`src/rtl/standard_timer_pkg.sv`:
```
package standard_timer_pkg;
   // Register indices on the byte-wide register port.
   localparam logic [2:0] CTRL0_ADDR    = 3'h0;
   localparam logic [2:0] CTRL1_ADDR    = 3'h1;
   localparam logic [2:0] CNT_LO_ADDR   = 3'h2;
   localparam logic [2:0] CNT_HI_ADDR   = 3'h3;
   localparam logic [2:0] CMPA_LO_ADDR  = 3'h4;
   localparam logic [2:0] CMPA_HI_ADDR  = 3'h5;
   localparam logic [2:0] FLAGS_ADDR    = 3'h6;

   // Control register zero fields.
   localparam int PAUSE_BIT   = 7;
   localparam int CKSEL_LSB   = 4;
   localparam int ON_BIT      = 3;
   localparam int PERIOD_LSB  = 0;
   // Control register one fields.
   localparam int MODE_LSB    = 6;
   localparam int OUTFN_LSB   = 4;
   localparam int INIT_BIT    = 3;
   localparam int INVERT_BIT  = 2;
   localparam int SWAP_BIT    = 1;
   localparam int CLRSEL_BIT  = 0;
   // Flag register fields.
   localparam int FLAG_P_BIT  = 0;
   localparam int FLAG_A_BIT  = 1;

   localparam logic [7:0] CTRL0_RST = 8'h00;
   localparam logic [7:0] CTRL1_RST = 8'h00;
   localparam logic [9:0] CMPA_RST  = 10'h000;
   localparam logic [9:0] CNT_MAX   = 10'h3FF;

   // Prescaler tap masks; the high speed clock is taken to be ref_clk.
   localparam logic [5:0] DIV4_MASK  = 6'h03;
   localparam logic [5:0] DIV16_MASK = 6'h0F;
   localparam logic [5:0] DIV64_MASK = 6'h3F;

   typedef enum logic [2:0] {
      CK_SYS_DIV4 = 3'h0, CK_SYS = 3'h1, CK_HI_DIV16 = 3'h2, CK_HI_DIV64 = 3'h3,
      CK_TIMEBASE = 3'h4, CK_UNDEF = 3'h5, CK_EXT_RISE = 3'h6, CK_EXT_FALL = 3'h7
   } clk_sel_t;

   typedef enum logic [1:0] {
      MODE_CMP = 2'h0, MODE_CAPTURE = 2'h1, MODE_PWM = 2'h2, MODE_TIMER = 2'h3
   } op_mode_t;
endpackage

```
`src/rtl/standard_timer_module.sv`:
```
// Functional notes
// - Clock select picks counter tick source.
// - Code 101 supplies no counter clock.
// - Counter runs only while module is on.
// - Turning on clears counter to zero.
// - Turning on restores compare-mode initial output.
// - Period value compared with counter bits 9-7.
// - Period zero lets counter overflow instead.
// - Mode field selects four operating modes.
// - Comparator A match acts per output function.
// - PWM mode output function: force, PWM, pulse.
// - Capture edges rising, falling, both, disabled.
// - Requested level equal initial shows no change.
// - Initial level bit: initial or active level.
// - Invert bit inverts output pins.
// - Swap bit exchanges period and duty sources.
// - Clear select: comparator A or P/overflow.
// - Clear select ignored in PWM and capture.
// - Counter readable as low and high bytes.
// - Comparator A compares all ten counter bits.
// - Pause holds counter, resumes from held value.
// - Each comparator match sets its own flag.
`timescale 1ns/1ps
`default_nettype none
module standard_timer_module (
   // Clock and reset
   input  wire logic       ref_clk,
   input  wire logic       srst,
   // Register port
   input  wire logic [2:0] reg_addr,
   input  wire logic [7:0] reg_wdata,
   input  wire logic       reg_wr,
   input  wire logic       reg_rd,
   output logic      [7:0] reg_rdata,
   // Clock sources
   input  wire logic       timebase_clock,
   input  wire logic       external_clock_pin,
   // Output pin a doubles as the capture input
   input  wire logic       output_pin_a_i,
   output logic            output_pin_a_o,
   output logic            output_pin_a_oe_n,
   output logic            output_pin_b_o,
   output logic            output_pin_b_oe_n
);
   logic [7:0] ctrl0_r;
   logic [7:0] ctrl1_r;
   logic [9:0] cmpa_r;
   logic [9:0] cnt_r;
   logic [5:0] div_r;
   logic       on_d_r;
   logic       ext_d_r;
   logic       cap_d_r;
   logic       flag_p_r;
   logic       flag_a_r;
   logic       lvl_r;
   logic       pulse_r;
   logic       pin_r;
   logic [7:0] rdata_r;

   standard_timer_pkg::clk_sel_t clk_sel;
   standard_timer_pkg::op_mode_t mode;
   logic [2:0]  period_val;
   logic [1:0]  out_fn;
   logic        module_on, pause, init_lvl, invert, swap, clr_sel;
   logic        on_rise, src_tick, cnt_tick, p_hit, a_hit, clr_evt, cap_hit;
   logic [9:0]  cnt_inc;
   logic [10:0] duty;
   logic        pwm_lvl, drive_lvl, out_drive;

   assign clk_sel    = standard_timer_pkg::clk_sel_t'(ctrl0_r[standard_timer_pkg::CKSEL_LSB +: 3]);
   assign mode       = standard_timer_pkg::op_mode_t'(ctrl1_r[standard_timer_pkg::MODE_LSB +: 2]);
   assign period_val = ctrl0_r[standard_timer_pkg::PERIOD_LSB +: 3];
   assign module_on  = ctrl0_r[standard_timer_pkg::ON_BIT];
   assign pause      = ctrl0_r[standard_timer_pkg::PAUSE_BIT];
   assign out_fn     = ctrl1_r[standard_timer_pkg::OUTFN_LSB +: 2];
   assign init_lvl   = ctrl1_r[standard_timer_pkg::INIT_BIT];
   assign invert     = ctrl1_r[standard_timer_pkg::INVERT_BIT];
   assign swap       = ctrl1_r[standard_timer_pkg::SWAP_BIT];
   assign clr_sel    = ctrl1_r[standard_timer_pkg::CLRSEL_BIT];
   assign on_rise    = module_on && !on_d_r;

   // Control registers.
   always_ff @(posedge ref_clk) begin
      if (srst) begin
         ctrl0_r <= standard_timer_pkg::CTRL0_RST;
         ctrl1_r <= standard_timer_pkg::CTRL1_RST;
      end else if (reg_wr) begin
         if (reg_addr == standard_timer_pkg::CTRL0_ADDR) begin
            ctrl0_r <= reg_wdata;
         end
         if (reg_addr == standard_timer_pkg::CTRL1_ADDR) begin
            ctrl1_r <= reg_wdata;
         end
      end
   end

   // Compare value A; a capture event overwrites it with the counter.
   always_ff @(posedge ref_clk) begin
      if (srst) begin
         cmpa_r <= standard_timer_pkg::CMPA_RST;
      end else if (cap_hit) begin
         cmpa_r <= cnt_r;
      end else if (reg_wr && reg_addr == standard_timer_pkg::CMPA_LO_ADDR) begin
         cmpa_r[7:0] <= reg_wdata;
      end else if (reg_wr && reg_addr == standard_timer_pkg::CMPA_HI_ADDR) begin
         cmpa_r[9:8] <= reg_wdata[1:0];
      end
   end

   // Edge history for on bit, external clock and capture input.
   always_ff @(posedge ref_clk) begin
      if (srst) begin
         on_d_r  <= 1'b0;
         ext_d_r <= 1'b0;
         cap_d_r <= 1'b0;
         div_r   <= 6'h00;
      end else begin
         on_d_r  <= module_on;
         ext_d_r <= external_clock_pin;
         cap_d_r <= output_pin_a_i;
         div_r   <= div_r + 6'h01;
      end
   end

   // Tick source selection.
   always_comb begin
      case (clk_sel)
         standard_timer_pkg::CK_SYS_DIV4:
            src_tick = (div_r & standard_timer_pkg::DIV4_MASK) == standard_timer_pkg::DIV4_MASK;
         standard_timer_pkg::CK_SYS:      src_tick = 1'b1;
         standard_timer_pkg::CK_HI_DIV16:
            src_tick = (div_r & standard_timer_pkg::DIV16_MASK) == standard_timer_pkg::DIV16_MASK;
         standard_timer_pkg::CK_HI_DIV64: src_tick = div_r == standard_timer_pkg::DIV64_MASK;
         standard_timer_pkg::CK_TIMEBASE: src_tick = timebase_clock;
         standard_timer_pkg::CK_EXT_RISE: src_tick = external_clock_pin && !ext_d_r;
         standard_timer_pkg::CK_EXT_FALL: src_tick = !external_clock_pin && ext_d_r;
         default:                         src_tick = 1'b0;
      endcase
   end

   assign cnt_tick = src_tick && module_on && !pause && !on_rise;
   assign cnt_inc  = cnt_r + 10'h001;

   // Comparator P matches the top three bits with the low seven bits zero; zero means overflow.
   assign p_hit = cnt_tick && ((period_val != 3'h0) ?
                  (cnt_inc[9:7] == period_val && cnt_inc[6:0] == 7'h00) :
                  (cnt_r == standard_timer_pkg::CNT_MAX));
   assign a_hit = cnt_tick && (cnt_inc == cmpa_r);

   // Counter clear source.
   always_comb begin
      case (mode)
         standard_timer_pkg::MODE_PWM:     clr_evt = swap ? a_hit : p_hit;
         standard_timer_pkg::MODE_CAPTURE: clr_evt = 1'b0;
         default:                          clr_evt = clr_sel ? a_hit : p_hit;
      endcase
   end

   // Counter.
   always_ff @(posedge ref_clk) begin
      if (srst) begin
         cnt_r <= 10'h000;
      end else if (on_rise) begin
         cnt_r <= 10'h000;
      end else if (cnt_tick) begin
         cnt_r <= clr_evt ? 10'h000 : cnt_inc;
      end
   end

   // Capture edge detection.
   always_comb begin
      case (out_fn)
         2'h0:    cap_hit = output_pin_a_i && !cap_d_r;
         2'h1:    cap_hit = !output_pin_a_i && cap_d_r;
         2'h2:    cap_hit = output_pin_a_i != cap_d_r;
         default: cap_hit = 1'b0;
      endcase
      cap_hit = cap_hit && module_on && (mode == standard_timer_pkg::MODE_CAPTURE);
   end

   // Match flags; set wins over a write-one clear.
   always_ff @(posedge ref_clk) begin
      if (srst) begin
         flag_p_r <= 1'b0;
         flag_a_r <= 1'b0;
      end else begin
         if (p_hit) begin
            flag_p_r <= 1'b1;
         end else if (reg_wr && reg_addr == standard_timer_pkg::FLAGS_ADDR
                      && reg_wdata[standard_timer_pkg::FLAG_P_BIT]) begin
            flag_p_r <= 1'b0;
         end
         if (a_hit || cap_hit) begin
            flag_a_r <= 1'b1;
         end else if (reg_wr && reg_addr == standard_timer_pkg::FLAGS_ADDR
                      && reg_wdata[standard_timer_pkg::FLAG_A_BIT]) begin
            flag_a_r <= 1'b0;
         end
      end
   end

   // Compare-mode output level.
   always_ff @(posedge ref_clk) begin
      if (srst) begin
         lvl_r <= 1'b0;
      end else if (mode == standard_timer_pkg::MODE_CMP) begin
         if (on_rise) begin
            lvl_r <= init_lvl;
         end else if (a_hit) begin
            case (out_fn)
               2'h1:    lvl_r <= 1'b0;
               2'h2:    lvl_r <= 1'b1;
               2'h3:    lvl_r <= !lvl_r;
               default: lvl_r <= lvl_r;
            endcase
         end
      end
   end

   // Single pulse: active from switch-on until the first period clear.
   always_ff @(posedge ref_clk) begin
      if (srst) begin
         pulse_r <= 1'b0;
      end else if (on_rise) begin
         pulse_r <= 1'b1;
      end else if (mode == standard_timer_pkg::MODE_PWM && clr_evt) begin
         pulse_r <= 1'b0;
      end
   end

   // Duty source; a zero period code stands for the full 1024 count.
   assign duty = swap ? {(period_val == 3'h0), period_val, 7'h00} : {1'b0, cmpa_r};

   always_comb begin
      case (out_fn)
         2'h0:    pwm_lvl = !init_lvl;
         2'h1:    pwm_lvl = init_lvl;
         2'h2:    pwm_lvl = ({1'b0, cnt_r} < duty) ? init_lvl : !init_lvl;
         default: pwm_lvl = pulse_r ? init_lvl : !init_lvl;
      endcase
   end

   assign out_drive = (mode == standard_timer_pkg::MODE_CMP) || (mode == standard_timer_pkg::MODE_PWM);
   assign drive_lvl = (mode == standard_timer_pkg::MODE_PWM) ? pwm_lvl : lvl_r;

   // Output pin register with polarity inversion.
   always_ff @(posedge ref_clk) begin
      if (srst) begin
         pin_r <= 1'b0;
      end else if (out_drive) begin
         pin_r <= drive_lvl ^ invert;
      end
   end

   assign output_pin_a_o    = pin_r;
   assign output_pin_b_o    = pin_r;
   assign output_pin_a_oe_n = !out_drive;
   assign output_pin_b_oe_n = !out_drive;

   // Register read data, valid only in the cycle after the strobe.
   always_ff @(posedge ref_clk) begin
      if (srst || !reg_rd) begin
         rdata_r <= 8'h00;
      end else begin
         case (reg_addr)
            standard_timer_pkg::CTRL0_ADDR:   rdata_r <= ctrl0_r;
            standard_timer_pkg::CTRL1_ADDR:   rdata_r <= ctrl1_r;
            standard_timer_pkg::CNT_LO_ADDR:  rdata_r <= cnt_r[7:0];
            standard_timer_pkg::CNT_HI_ADDR:  rdata_r <= {6'h00, cnt_r[9:8]};
            standard_timer_pkg::CMPA_LO_ADDR: rdata_r <= cmpa_r[7:0];
            standard_timer_pkg::CMPA_HI_ADDR: rdata_r <= {6'h00, cmpa_r[9:8]};
            standard_timer_pkg::FLAGS_ADDR:   rdata_r <= {6'h00, flag_a_r, flag_p_r};
            default:                          rdata_r <= 8'h00;
         endcase
      end
   end

   assign reg_rdata = rdata_r;
endmodule // standard_timer_module
`default_nettype wire

```
`config.mk`:
```
export PLATFORM = sky130hd
export DESIGN_NAME = standard_timer_module
export DESIGN_NICKNAME = d
export VERILOG_FILES = /design/src/rtl/standard_timer_pkg.sv /design/src/rtl/standard_timer_module.sv
export SDC_FILE = /design/constraint.sdc
export NUM_CORES = 1
export LEC_CHECK = 0
export BUFFER_PORTS_ARGS = -buffer_cell sky130_fd_sc_hd__buf_2
export CAP_MARGIN = 5
export CORE_AREA = 5 5 134 136
export DETAILED_ROUTE_END_ITERATION = 8
export DIE_AREA = 0 0 139 141
export GPL_ROUTABILITY_DRIVEN = 0
export SKIP_LAST_GASP = 1
export SLEW_MARGIN = 25
export SYNTH_ARGS = -nofsm -noshare
export SYNTH_HDL_FRONTEND = slang
export SYNTH_SLANG_ARGS = --single-unit
```
`constraint.sdc`:
```
create_clock -name ref_clk -period 6.6 [get_ports ref_clk]
set_input_delay 0.66 -clock ref_clk [delete_from_list [all_inputs] [get_ports ref_clk]]
set_output_delay 0.66 -clock ref_clk [all_outputs]
set_load 0.005 [all_outputs]
```
* Yosys cells after proc, flatten, opt, wreduce, memory -nomap -nowiden
Index checks and enable logic that the tools add are counted.
Word-level totals: flip-flop bits (word level) 58, input port bits 18, output and inout port bits 12
Cells by class: $add $sub $neg 2, $lt $le $gt $ge 1, equality and inequality tests 25, muxes and demuxes 26, bitwise operators 1, reductions and logical operators 52
Operator list (number):
- $pmux 8 s7 | 1
- $mux 10 | 2
- $logic_and 1x1->1 | 19
- $eq 3x3->1 const B | 6
- $mux 1 | 14
- $eq 3x2->1 const B | 4
- $reduce_bool 2->1 | 6
- $logic_not 1->1 | 11
- $lt 10x11->1 | 1
- $mux 11 | 1
- $add 10x1->10 const B | 1
- $eq 10x10->1 | 1
- $eq 10x10->1 const B | 1
- $logic_not 3->1 | 3
- $pmux 1 s3 | 3
- $eq 2x2->1 const B | 4
- $mux 8 | 1
- $logic_not 7->1 | 1
- $pmux 1 s7 | 1
- $add 6x1->6 const B | 1
- $eq 3x1->1 const B | 2
- $eq 6x6->1 const B | 1
- $reduce_and 2->1 | 3
- $eq 2x1->1 const B | 2
- 13 further kinds | 17

* Longest topological paths before layout
Gate-level depths: netlist of the first run.
word-level depth 12, depth in mapped cells 10

* Worst setup path after synthesis of the first run
OpenSTA, ideal clock, no wires.
path kind register -> register, from reg cnt_r[1], to reg cnt_r[2], setup time 0.126 ns, data arrival time 2.244 ns, required time 6.474 ns, setup slack 4.230 ns, stages on the path, launching flop included 10, path through dfxtp_1 > ha_1 > and3_1 > buf_6 > mux2i_1 > o221ai_1 > nor4b_2 > nand3_2 > a41oi_1 > o22ai_1
Between the ends: word-level cells in the longest chain between the ends 8, elaborated cells on any way between the ends 13, classes of those cells add/sub (1); eq/ne (3); mux (5); reduce/logical (4)
RTL lines:
- start, declared | line standard_timer_module.sv:48 | logic [9:0] cnt_r;
- start signal, assigned | line standard_timer_module.sv:166 | cnt_r <= clr_evt ? 10'h000 : cnt_inc;
- $add 10x1->10 | line standard_timer_module.sv:142 | assign cnt_inc = cnt_r + 10'h001;
- $logic_not 7->1 / $eq 3x3->1 (equally long branches) | line standard_timer_module.sv:146 | (cnt_inc[9:7] == period_val && cnt_inc[6:0] == 7'h00) :
- $logic_and 1x1->1 | line standard_timer_module.sv:146
- $mux 1 | line standard_timer_module.sv:145 | assign p_hit = cnt_tick && ((period_val != 3'h0) ?
- $logic_and 1x1->1 | line standard_timer_module.sv:145
- $mux 1, on equally long branches | line standard_timer_module.sv:155, standard_timer_module.sv:153
- $pmux 1 s2 | line standard_timer_module.sv:152 | case (mode)
- $mux 10 * | line standard_timer_module.sv:166
Every way passes the cells marked *; elsewhere a longest branch is shown, timed or not. A chain may end at the register's enable or synchronous reset.

* Worst setup path after layout of the first run
from reg cnt_r[0], to reg cnt_r[7]
The elaborated chain is that of the path after synthesis.

==> results of run 1 <==
## kinds of logic (layout without fill, tap and decap cells)
family / after synthesis / count (layout)
mux: 27 / 27
fa+ha+maj: 17 / 17
flops: 58 / 58
xor+xnor: 25 / 25
buf+inv: 54 / 64
simple gates: 188 / 188
compound gates: 110 / 110
## layout by cell type (no fill, tap or decap), types with 2 or more instances in the layout
master,n
sky130_fd_sc_hd__nor2_1,62
sky130_fd_sc_hd__dfxtp_1,58
sky130_fd_sc_hd__nand2_1,40
sky130_fd_sc_hd__a21oi_1,33
sky130_fd_sc_hd__buf_2,29
sky130_fd_sc_hd__mux2i_1,24
sky130_fd_sc_hd__xnor2_1,18
sky130_fd_sc_hd__inv_1,17
sky130_fd_sc_hd__ha_1,17
sky130_fd_sc_hd__nand3_1,15
sky130_fd_sc_hd__a211oi_1,13
sky130_fd_sc_hd__a31oi_1,11
sky130_fd_sc_hd__o21ai_0,11
sky130_fd_sc_hd__nor2b_1,11
sky130_fd_sc_hd__o22ai_1,10
sky130_fd_sc_hd__nand2b_1,9
sky130_fd_sc_hd__clkbuf_16,9
sky130_fd_sc_hd__and3_1,7
sky130_fd_sc_hd__xor2_1,7
sky130_fd_sc_hd__a41oi_1,7
sky130_fd_sc_hd__nand4_1,6
sky130_fd_sc_hd__nor3_1,5
sky130_fd_sc_hd__o211ai_1,4
sky130_fd_sc_hd__and2_1,4
sky130_fd_sc_hd__nand3b_1,4
sky130_fd_sc_hd__a22oi_1,3
sky130_fd_sc_hd__a21o_1,3
sky130_fd_sc_hd__mux2_2,3
sky130_fd_sc_hd__clkinv_2,3
sky130_fd_sc_hd__or3_1,2
sky130_fd_sc_hd__a211oi_2,2
sky130_fd_sc_hd__nand4b_1,2
sky130_fd_sc_hd__o21ai_1,2
sky130_fd_sc_hd__and3b_1,2
sky130_fd_sc_hd__nor4b_1,2
sky130_fd_sc_hd__clkinv_4,2
sky130_fd_sc_hd__buf_4,2
## sequential cells by signal (all words and copies together) (netlist names)
register        cells
cap_d_r             1
on_d_r              1
cmpa_r             10
output_pin_a_o      1
ctrl1_r             8
flag_a_r            1
lvl_r               1
flag_p_r            1
pulse_r             1
reg_rdata           8
ext_d_r             1
ctrl0_r             8
div_r               6
cnt_r              10
## per-stage QoR
| stage | std cells | setup WS [ps] | hold slack [ps] | util (%) |
|---|---|---|---|---|
| after floorplan | 479 | 4230 | 418 | - |
| after global placement | 698 | 3760 | 437 | 24.4 |
| after detailed placement | 698 | 3600 | 437 | 24.4 |
| after CTS | 714 | 3600 | 451 | 26.2 |
| after global routing | 714 | 3330 | 488 | 26.2 |
| final | 714 | 3550 | 446 | 26.2 |
## final cells by class
type,instances,area (um^2),share of cell area [%]
clock buffer,9,225,5.12
clock inverter,7,70.1,1.59
inverter,17,63.8,1.45
multi-input combinational,367,2440,55.4
sequential,58,1160,26.4
tap,225,282,6.40
timing repair buffer,31,160,3.64
## worst max-delay path by stage
stage / startpoint / endpoint / slack, ps / depth (start not counted)
2_1_floorplan: cnt_r[1] / cnt_r[2] / 4230 / 9
3_3_place_gp: cnt_r[0] / cnt_r[3] / 3760 / 8
3_5_place_dp: cnt_r[0] / cnt_r[2] / 3600 / 8
4_1_cts: cnt_r[0] / cnt_r[7] / 3600 / 8
5_1_grt: cnt_r[0] / cnt_r[2] / 3330 / 8
6_report: cnt_r[0] / cnt_r[7] / 3550 / 8
## synthesized netlist by cell type (all sizes together), types with 3 or more instances
master / number / area, um^2
nand3: 16 / 85.1
nand2b: 9 / 56.3
and3: 7 / 43.8
a21o: 3 / 22.5
nand3b: 4 / 30.0
or3: 3 / 20.0
a31oi: 11 / 68.8
xnor2: 18 / 158
a41oi: 7 / 61.3
a211oi: 15 / 123
inv: 17 / 63.8
mux2i: 24 / 240
xor2: 7 / 61.3
and2: 5 / 32.5
nor2: 63 / 239
o21ai: 13 / 65.1
mux2: 3 / 33.8
nor2b: 11 / 68.8
o211ai: 4 / 30.0
nand2: 40 / 150
a22oi: 3 / 22.5
buf: 14 / 119
nand4: 8 / 71.3
clkbuf: 23 / 129
nor3: 5 / 25.0
o22ai: 11 / 82.6
nand4b: 3 / 41.3
ha: 17 / 213
a21oi: 33 / 165
nor4b: 3 / 32.5
dfxtp: 58 / 1160
## report_power, final
group	leakage, nW	total [mW]	switching, mW	internal (mW)
logic	0.974	0.0670	0.0414	0.0256
clock network	0.145	0.469	0.178	0.291
registers	0.469	0.365	0.00801	0.357
total	1.59	0.901	0.228	0.674
## routing by layer
metal | vias up | track usage (%) | part of all wire, %
met5 | - | 0 | 0
met4 | 0 | 3.86 | 2.3
met3 | 18 | 3.05 | 6.9
met2 | 121 | 17.1 | 45
met1 | 1662 | 14.4 | 46
li1 | 1712 | - | -
==> out/summary.log, run 1 <==
INFO  run_status     status=complete, no violations
INFO  final_layout   antenna_cells=0
INFO  sta            grt_setup_unrepaired=no
INFO  sta            finalClockSkew=6.84ps
INFO  setup_path     worst_r2r_path_depth=8
INFO  sta            worst_slew_margin_rel=50.2%
INFO  grt            grt_pass1_vias=3,190
INFO  grt            global_route_wire_length_before_repair=17,400um
INFO  synthesis      avgSynthCellArea=8.17um^2
INFO  synthesis      synth_top_family_by_area=simple AND/OR/NAND/NOR gates
INFO  setup_path     critPathRequiredTime=6820ps
INFO  detailed_routing drt-wirelength-per-cell=15.5um
INFO  clocking       cts_resized=0
INFO  grt            grt_antenna_before_repair=0
INFO  power_and_ir_drop power_density=205mW/mm^2
INFO  min_path       worstHoldEndpoint=div_r[0]
INFO  synthesis      share_of_the_yosys_chip_area_belonging_to_registers=29.7%
INFO  synthesis      yosys-mux-area-fraction=7.01%
INFO  synthesis      netlist_area=0.00391mm^2
INFO  clocking       cts_max_path_buffers=2
INFO  grt            maximum_number_of_pins_on_one_net_before_global_route_repair=43
INFO  synthesis      number_of_register_bits_inferred_by_synthesis=58
INFO  detailed_routing iteration_count_of_the_initial_detailed_routing_pass=5
INFO  final_layout   num-fill-cells=1,874
INFO  placement      placement.io_buffers=29
INFO  synthesis      synthFlopType=sky130_fd_sc_hd__dfxtp_1
INFO  die            floorplan.initialDensity=23.3%
INFO  synthesis      synth_compound_area_share=18.6%
INFO  clocking       cts_root_buffer=sky130_fd_sc_hd__clkbuf_16
INFO  detailed_routing wirelength=11,100um
INFO  die            fp.coreArea=0.0168mm^2
INFO  sta            setup_violations=0
INFO  clocking       cts.repair_timing.setup_buffer_count=0
INFO  final_layout   area_delta_synth_final=12.5%
INFO  setup_path     worst_path_largest_cell_delay=570ps
INFO  synthesis      synth_simple_gate_area_share=25.7%
INFO  setup_path     worst_path_max_delay_cell=sky130_fd_sc_hd__dfxtp_1
INFO  final_layout   final_layout_size_suffix_gt1_share=13.1%
INFO  synthesis      post_synth_edffs=0
INFO  clocking       cts.clk_slew.worst_paths=60ps
INFO  setup_path     rrSetupSlack=3550ps
INFO  clocking       htree_num_levels=3
INFO  clocking       cts-buffers-inserted=9
INFO  setup_path     reg2reg_launch_point=cnt_r[0]
INFO  sta            max_freq=328MHz
INFO  setup_path     crit_path_cell_trace=ha_1 > and3_1 > o22ai_4 > nor4_4 > nor4b_2 > nand3_2 > a41oi_1 > o22ai_1
INFO  detailed_routing antenna_violating_nets_post_route=0
INFO  die            std_cell_rows=48
INFO  synthesis      yosysWarnings=0
INFO  placement      hpwl=7880um
INFO  placement      placed_area=0.00411mm^2
INFO  detailed_routing route.vias.total=3,513
INFO  synthesis      netlist_instances=479
INFO  clocking       clock_sink_count=58
INFO  die            boundaryPins=30
INFO  power_and_ir_drop worst_ir_drop_vdd=0.0961mV
INFO  setup_path     critPathMaxFanout=12
INFO  detailed_routing routed_via_density=4.92
INFO  sta            final_max_slew_viol_count=0
INFO  setup_path     critPathBufInv=0
INFO  min_path       hold_path_depth=1
INFO  min_path       min_path_type=register to register
INFO  clocking       cts.hold.buffers_added=0
INFO  synthesis      postSynth.asyncResetShare=0%
INFO  detailed_routing dr.first_iter.drc_count=259
INFO  setup_path     critical_path.startpoint_type=register
INFO  power_and_ir_drop leakagePower=1.59nW
INFO  run            cap_violations=0
INFO  setup_path     endpoint_kind=register
INFO  detailed_routing route.detailed.drc=0
INFO  setup_path     worst-setup-path-type=register to register
INFO  sta            tightest_slew=747ps
INFO  grt            grt_overflow=0
INFO  sta            setup_tns=0ps
INFO  synthesis      synth_fa_ha_area_share=5.44%
INFO  sta            post-route-min-period=3050ps
INFO  final_layout   fin_area=0.00440mm^2
INFO  power_and_ir_drop totalPowerFinal=901uW
INFO  clocking       insertion_delay=330ps
INFO  synthesis      netlist-cell-type-count=67
INFO  final_layout   final_nets=519
INFO  synthesis      synth-xor-area-share=5.60%
INFO  setup_path     crit_path_max_delay_family=simple AND/OR/NAND/NOR gates
INFO  sta            min_period_over_period=46.1%
INFO  setup_path     r2r_end=cnt_r[7]
INFO  synthesis      net_count_synth=514
INFO  clocking       tritoncts=yes
INFO  die            floorplan.die.height=141um
INFO  min_path       worst_hold_startpoint=div_r[0]
INFO  sta            hold_violations=0
INFO  die            fp.dieArea=0.0196mm^2
INFO  setup_path     worst_ep_arrival_time=3260ps
INFO  die            fp.dieW=139um
INFO  grt            groute.usage.overall=10.9%
(Power assumes the default switching activity.)
==> inputs of run 2 (changes only) <==
Clock period 6.6 ns to 2.6 ns, I/O delays scaled along.
==> run 2 against run 1 <==
Net effect:
- total power grew to 2.7 times the previous value
- clock power rose to 2.8 times the previous value
- sequential power grew to 2.5 times the previous value
- critical path type unchanged
- critical endpoint is now lvl_r
==> out/summary.log, run 2 (synthesis gave the netlist of run 1 again) <==
INFO  power_and_ir_drop worst_ir_drop_vdd=0.347mV
INFO  grt            maximum_number_of_pins_on_one_net_before_global_route_repair=29
INFO  final_layout   highest_count_cells_in_the_layout_ignoring_fill_and_taps=sky130_fd_sc_hd__nor2_1 (62), sky130_fd_sc_hd__dfxtp_1 (55), sky130_fd_sc_hd__nand2_1 (40), sky130_fd_sc_hd__a21oi_1 (33), sky130_fd_sc_hd__buf_2 (29)
INFO  power_and_ir_drop combinational_power_share=7.5%
INFO  sta            final_max_slew_viol_count=0
INFO  detailed_routing drt-wirelength-per-cell=15.5um
INFO  die            floorplan.die.height=141um
INFO  placement      hpwl=8470um
INFO  die            boundaryPins=30
INFO  power_and_ir_drop power_density=512mW/mm^2
INFO  run_status     status=complete, no violations
INFO  final_layout   final_layout_size_suffix_gt1_share=19.0%
INFO  detailed_routing dr.first_iter.drc_count=212
INFO  detailed_routing routed_via_density=4.81
INFO  final_layout   final_nets=545
INFO  die            floorplan.initialDensity=23.3%
INFO  sta            post-route-min-period=2470ps
INFO  setup_path     critPathMaxFanout=8
INFO  clocking       cts-buffers-inserted=9
INFO  sta            finalClockSkew=4.74ps
INFO  clocking       cts_max_path_buffers=2
INFO  grt            grt_overflow=0
INFO  detailed_routing route.detailed.drc=0
INFO  setup_path     worst_path_largest_cell_delay=540ps
INFO  die            std_cell_rows=48
INFO  grt            grt_antenna_before_repair=0
INFO  sta            tightest_slew=692ps
INFO  placement      placement.io_buffers=29
INFO  clocking       clock_sink_count=58
INFO  grt            groute.usage.overall=11.5%
INFO  sta            setup_tns=0ps
INFO  detailed_routing iteration_count_of_the_initial_detailed_routing_pass=4
INFO  die            fp.dieW=139um
INFO  sta            setup_violations=0
INFO  detailed_routing route.vias.total=3,559
INFO  run            cap_violations=0
INFO  power_and_ir_drop power_switching_share=23.2%
INFO  grt            grt_pass1_vias=3,371
INFO  sta            min_period_over_period=95.0%
INFO  power_and_ir_drop sequentialPowerShare=38.7%
INFO  setup_path     crit_path_cell_trace=and3_1 > a21oi_1 > nor4_4 > nor4b_4 > buf_4 > and3_1 > o22ai_1 > a211oi_2
INFO  power_and_ir_drop leakagePower=1.74nW
INFO  final_layout   antenna_cells=0
INFO  setup_path     endpoint_kind=register
INFO  setup_path     critPathRequiredTime=2850ps
INFO  setup_path     critical_path.startpoint_type=register
INFO  power_and_ir_drop portion_of_total_power_attributed_to_the_clock_network=53.9%
INFO  power_and_ir_drop cellInternalPower=1.84mW
INFO  detailed_routing antenna_violating_nets_post_route=0
INFO  power_and_ir_drop net-switching-power=555uW
INFO  die            fp.coreArea=0.0168mm^2
INFO  clocking       insertion_delay=330ps
INFO  sta            max_freq=405MHz
INFO  final_layout   area_delta_synth_final=19.4%
INFO  detailed_routing wirelength=11,500um
INFO  clocking       cts_root_buffer=sky130_fd_sc_hd__clkbuf_16
INFO  setup_path     critical-path-top-cell-by-count=sky130_fd_sc_hd__and3_1
INFO  sta            finalHoldWorstSlack=198ps
INFO  sta            hold_violations=0
INFO  final_layout   reg_top3=cmpa_r (10), cnt_r (10)
INFO  clocking       tritoncts=yes
INFO  sta            worst_slew_margin_rel=53.7%
INFO  setup_path     worst_ep_arrival_time=2720ps
INFO  setup_path     worst_path_max_delay_cell=sky130_fd_sc_hd__dfxtp_1
INFO  final_layout   final_common_cell=sky130_fd_sc_hd__nor2_1
INFO  grt            global_route_wire_length_before_repair=18,300um
INFO  clocking       cts.clk_slew.worst_paths=50ps
INFO  die            fp.dieArea=0.0196mm^2
INFO  setup_path     worst-setup-path-type=register to register
INFO  clocking       htree_num_levels=3
INFO  min_path       min_path_type=primary input to register
run 2: changes by cell type in the layout (fill, tap and decap cells not counted), moves of 2 or more:
cell                       delta
sky130_fd_sc_hd__buf_4       +25
sky130_fd_sc_hd__dfxtp_2      +3
sky130_fd_sc_hd__clkinv_4     -2
sky130_fd_sc_hd__dfxtp_1      -3
run 2: cell type report:
type                       instances  area [um^2]
multi-input combinational        367         2480
tap                              225          282
sequential                        58         1160
clock buffer                      11          243
timing repair buffer              57          359
fill                            1870        12100
clock inverter                     5         77.6
inverter                          17         63.8
run 2: through the flow:
stage / total power [mW] / util [%] / instances / setup slack, ps / cell area, um^2
2_1_floorplan: 1.06 / - / 479 / 230 / 3910
3_5_place_dp: 1.12 / 25.4 / 720 / -23.0 / 4270
4_1_cts: 2.41 / 27.3 / 736 / 7.48 / 4590
5_1_grt: 2.49 / 27.8 / 740 / -34.7 / 4670
3_3_place_gp: 1.12 / 25.4 / 720 / -23.0 / 4270
6_report: 2.39 / 27.8 / 740 / 129 / 4670
run 2: worst paths after layout:
kind | startpoint | end | slack (ps) | cells after the start
worst max-delay path | cnt_r[5] | lvl_r | 130 | 8
worst min-delay path | external_clock_pin | ext_d_r | 200 | 2
worst max register to register | cnt_r[5] | lvl_r | 130 | 8
worst min register to register | div_r[0] | div_r[0] | 450 | 1
run 2: worst max-delay path, delay by kind of cell, from the launching register on:
family | cells | cell delay (ps)
DFF | 1 | 540
buffers and inverters | 1 | 180
and+or+nand+nor | 4 | 1220
AOI/OAI and AO/OA | 3 | 460
run 2: timing repair:
item | CTS | global route
pin swaps | 0 | 4
hold buffers | 0 | 0
gates resized for setup | 1 | 11
setup buffers | 0 | 4
endpoints found under the setup margin | 4 | 11
run 2: power by group through the flow:
stage	logic, mW	clock network (mW)	registers, mW
floorplan	0.124	0	0.936
global placement	0.174	0	0.944
detailed placement	0.174	0	0.945
CTS	0.176	1.31	0.925
global route	0.197	1.36	0.928
finish	0.178	1.29	0.925
run 2: layer usage:
metal / vias up / global-route usage, % / routed length, um / part of all wire (%)
li1: 1767 / - / - / -
met4: 0 / 2.88 / 142 / 1.2
met2: 100 / 19.0 / 5380 / 47
met1: 1676 / 15.7 / 5350 / 46
met3: 16 / 1.80 / 630 / 5.5
met5: - / 0 / 0 / 0
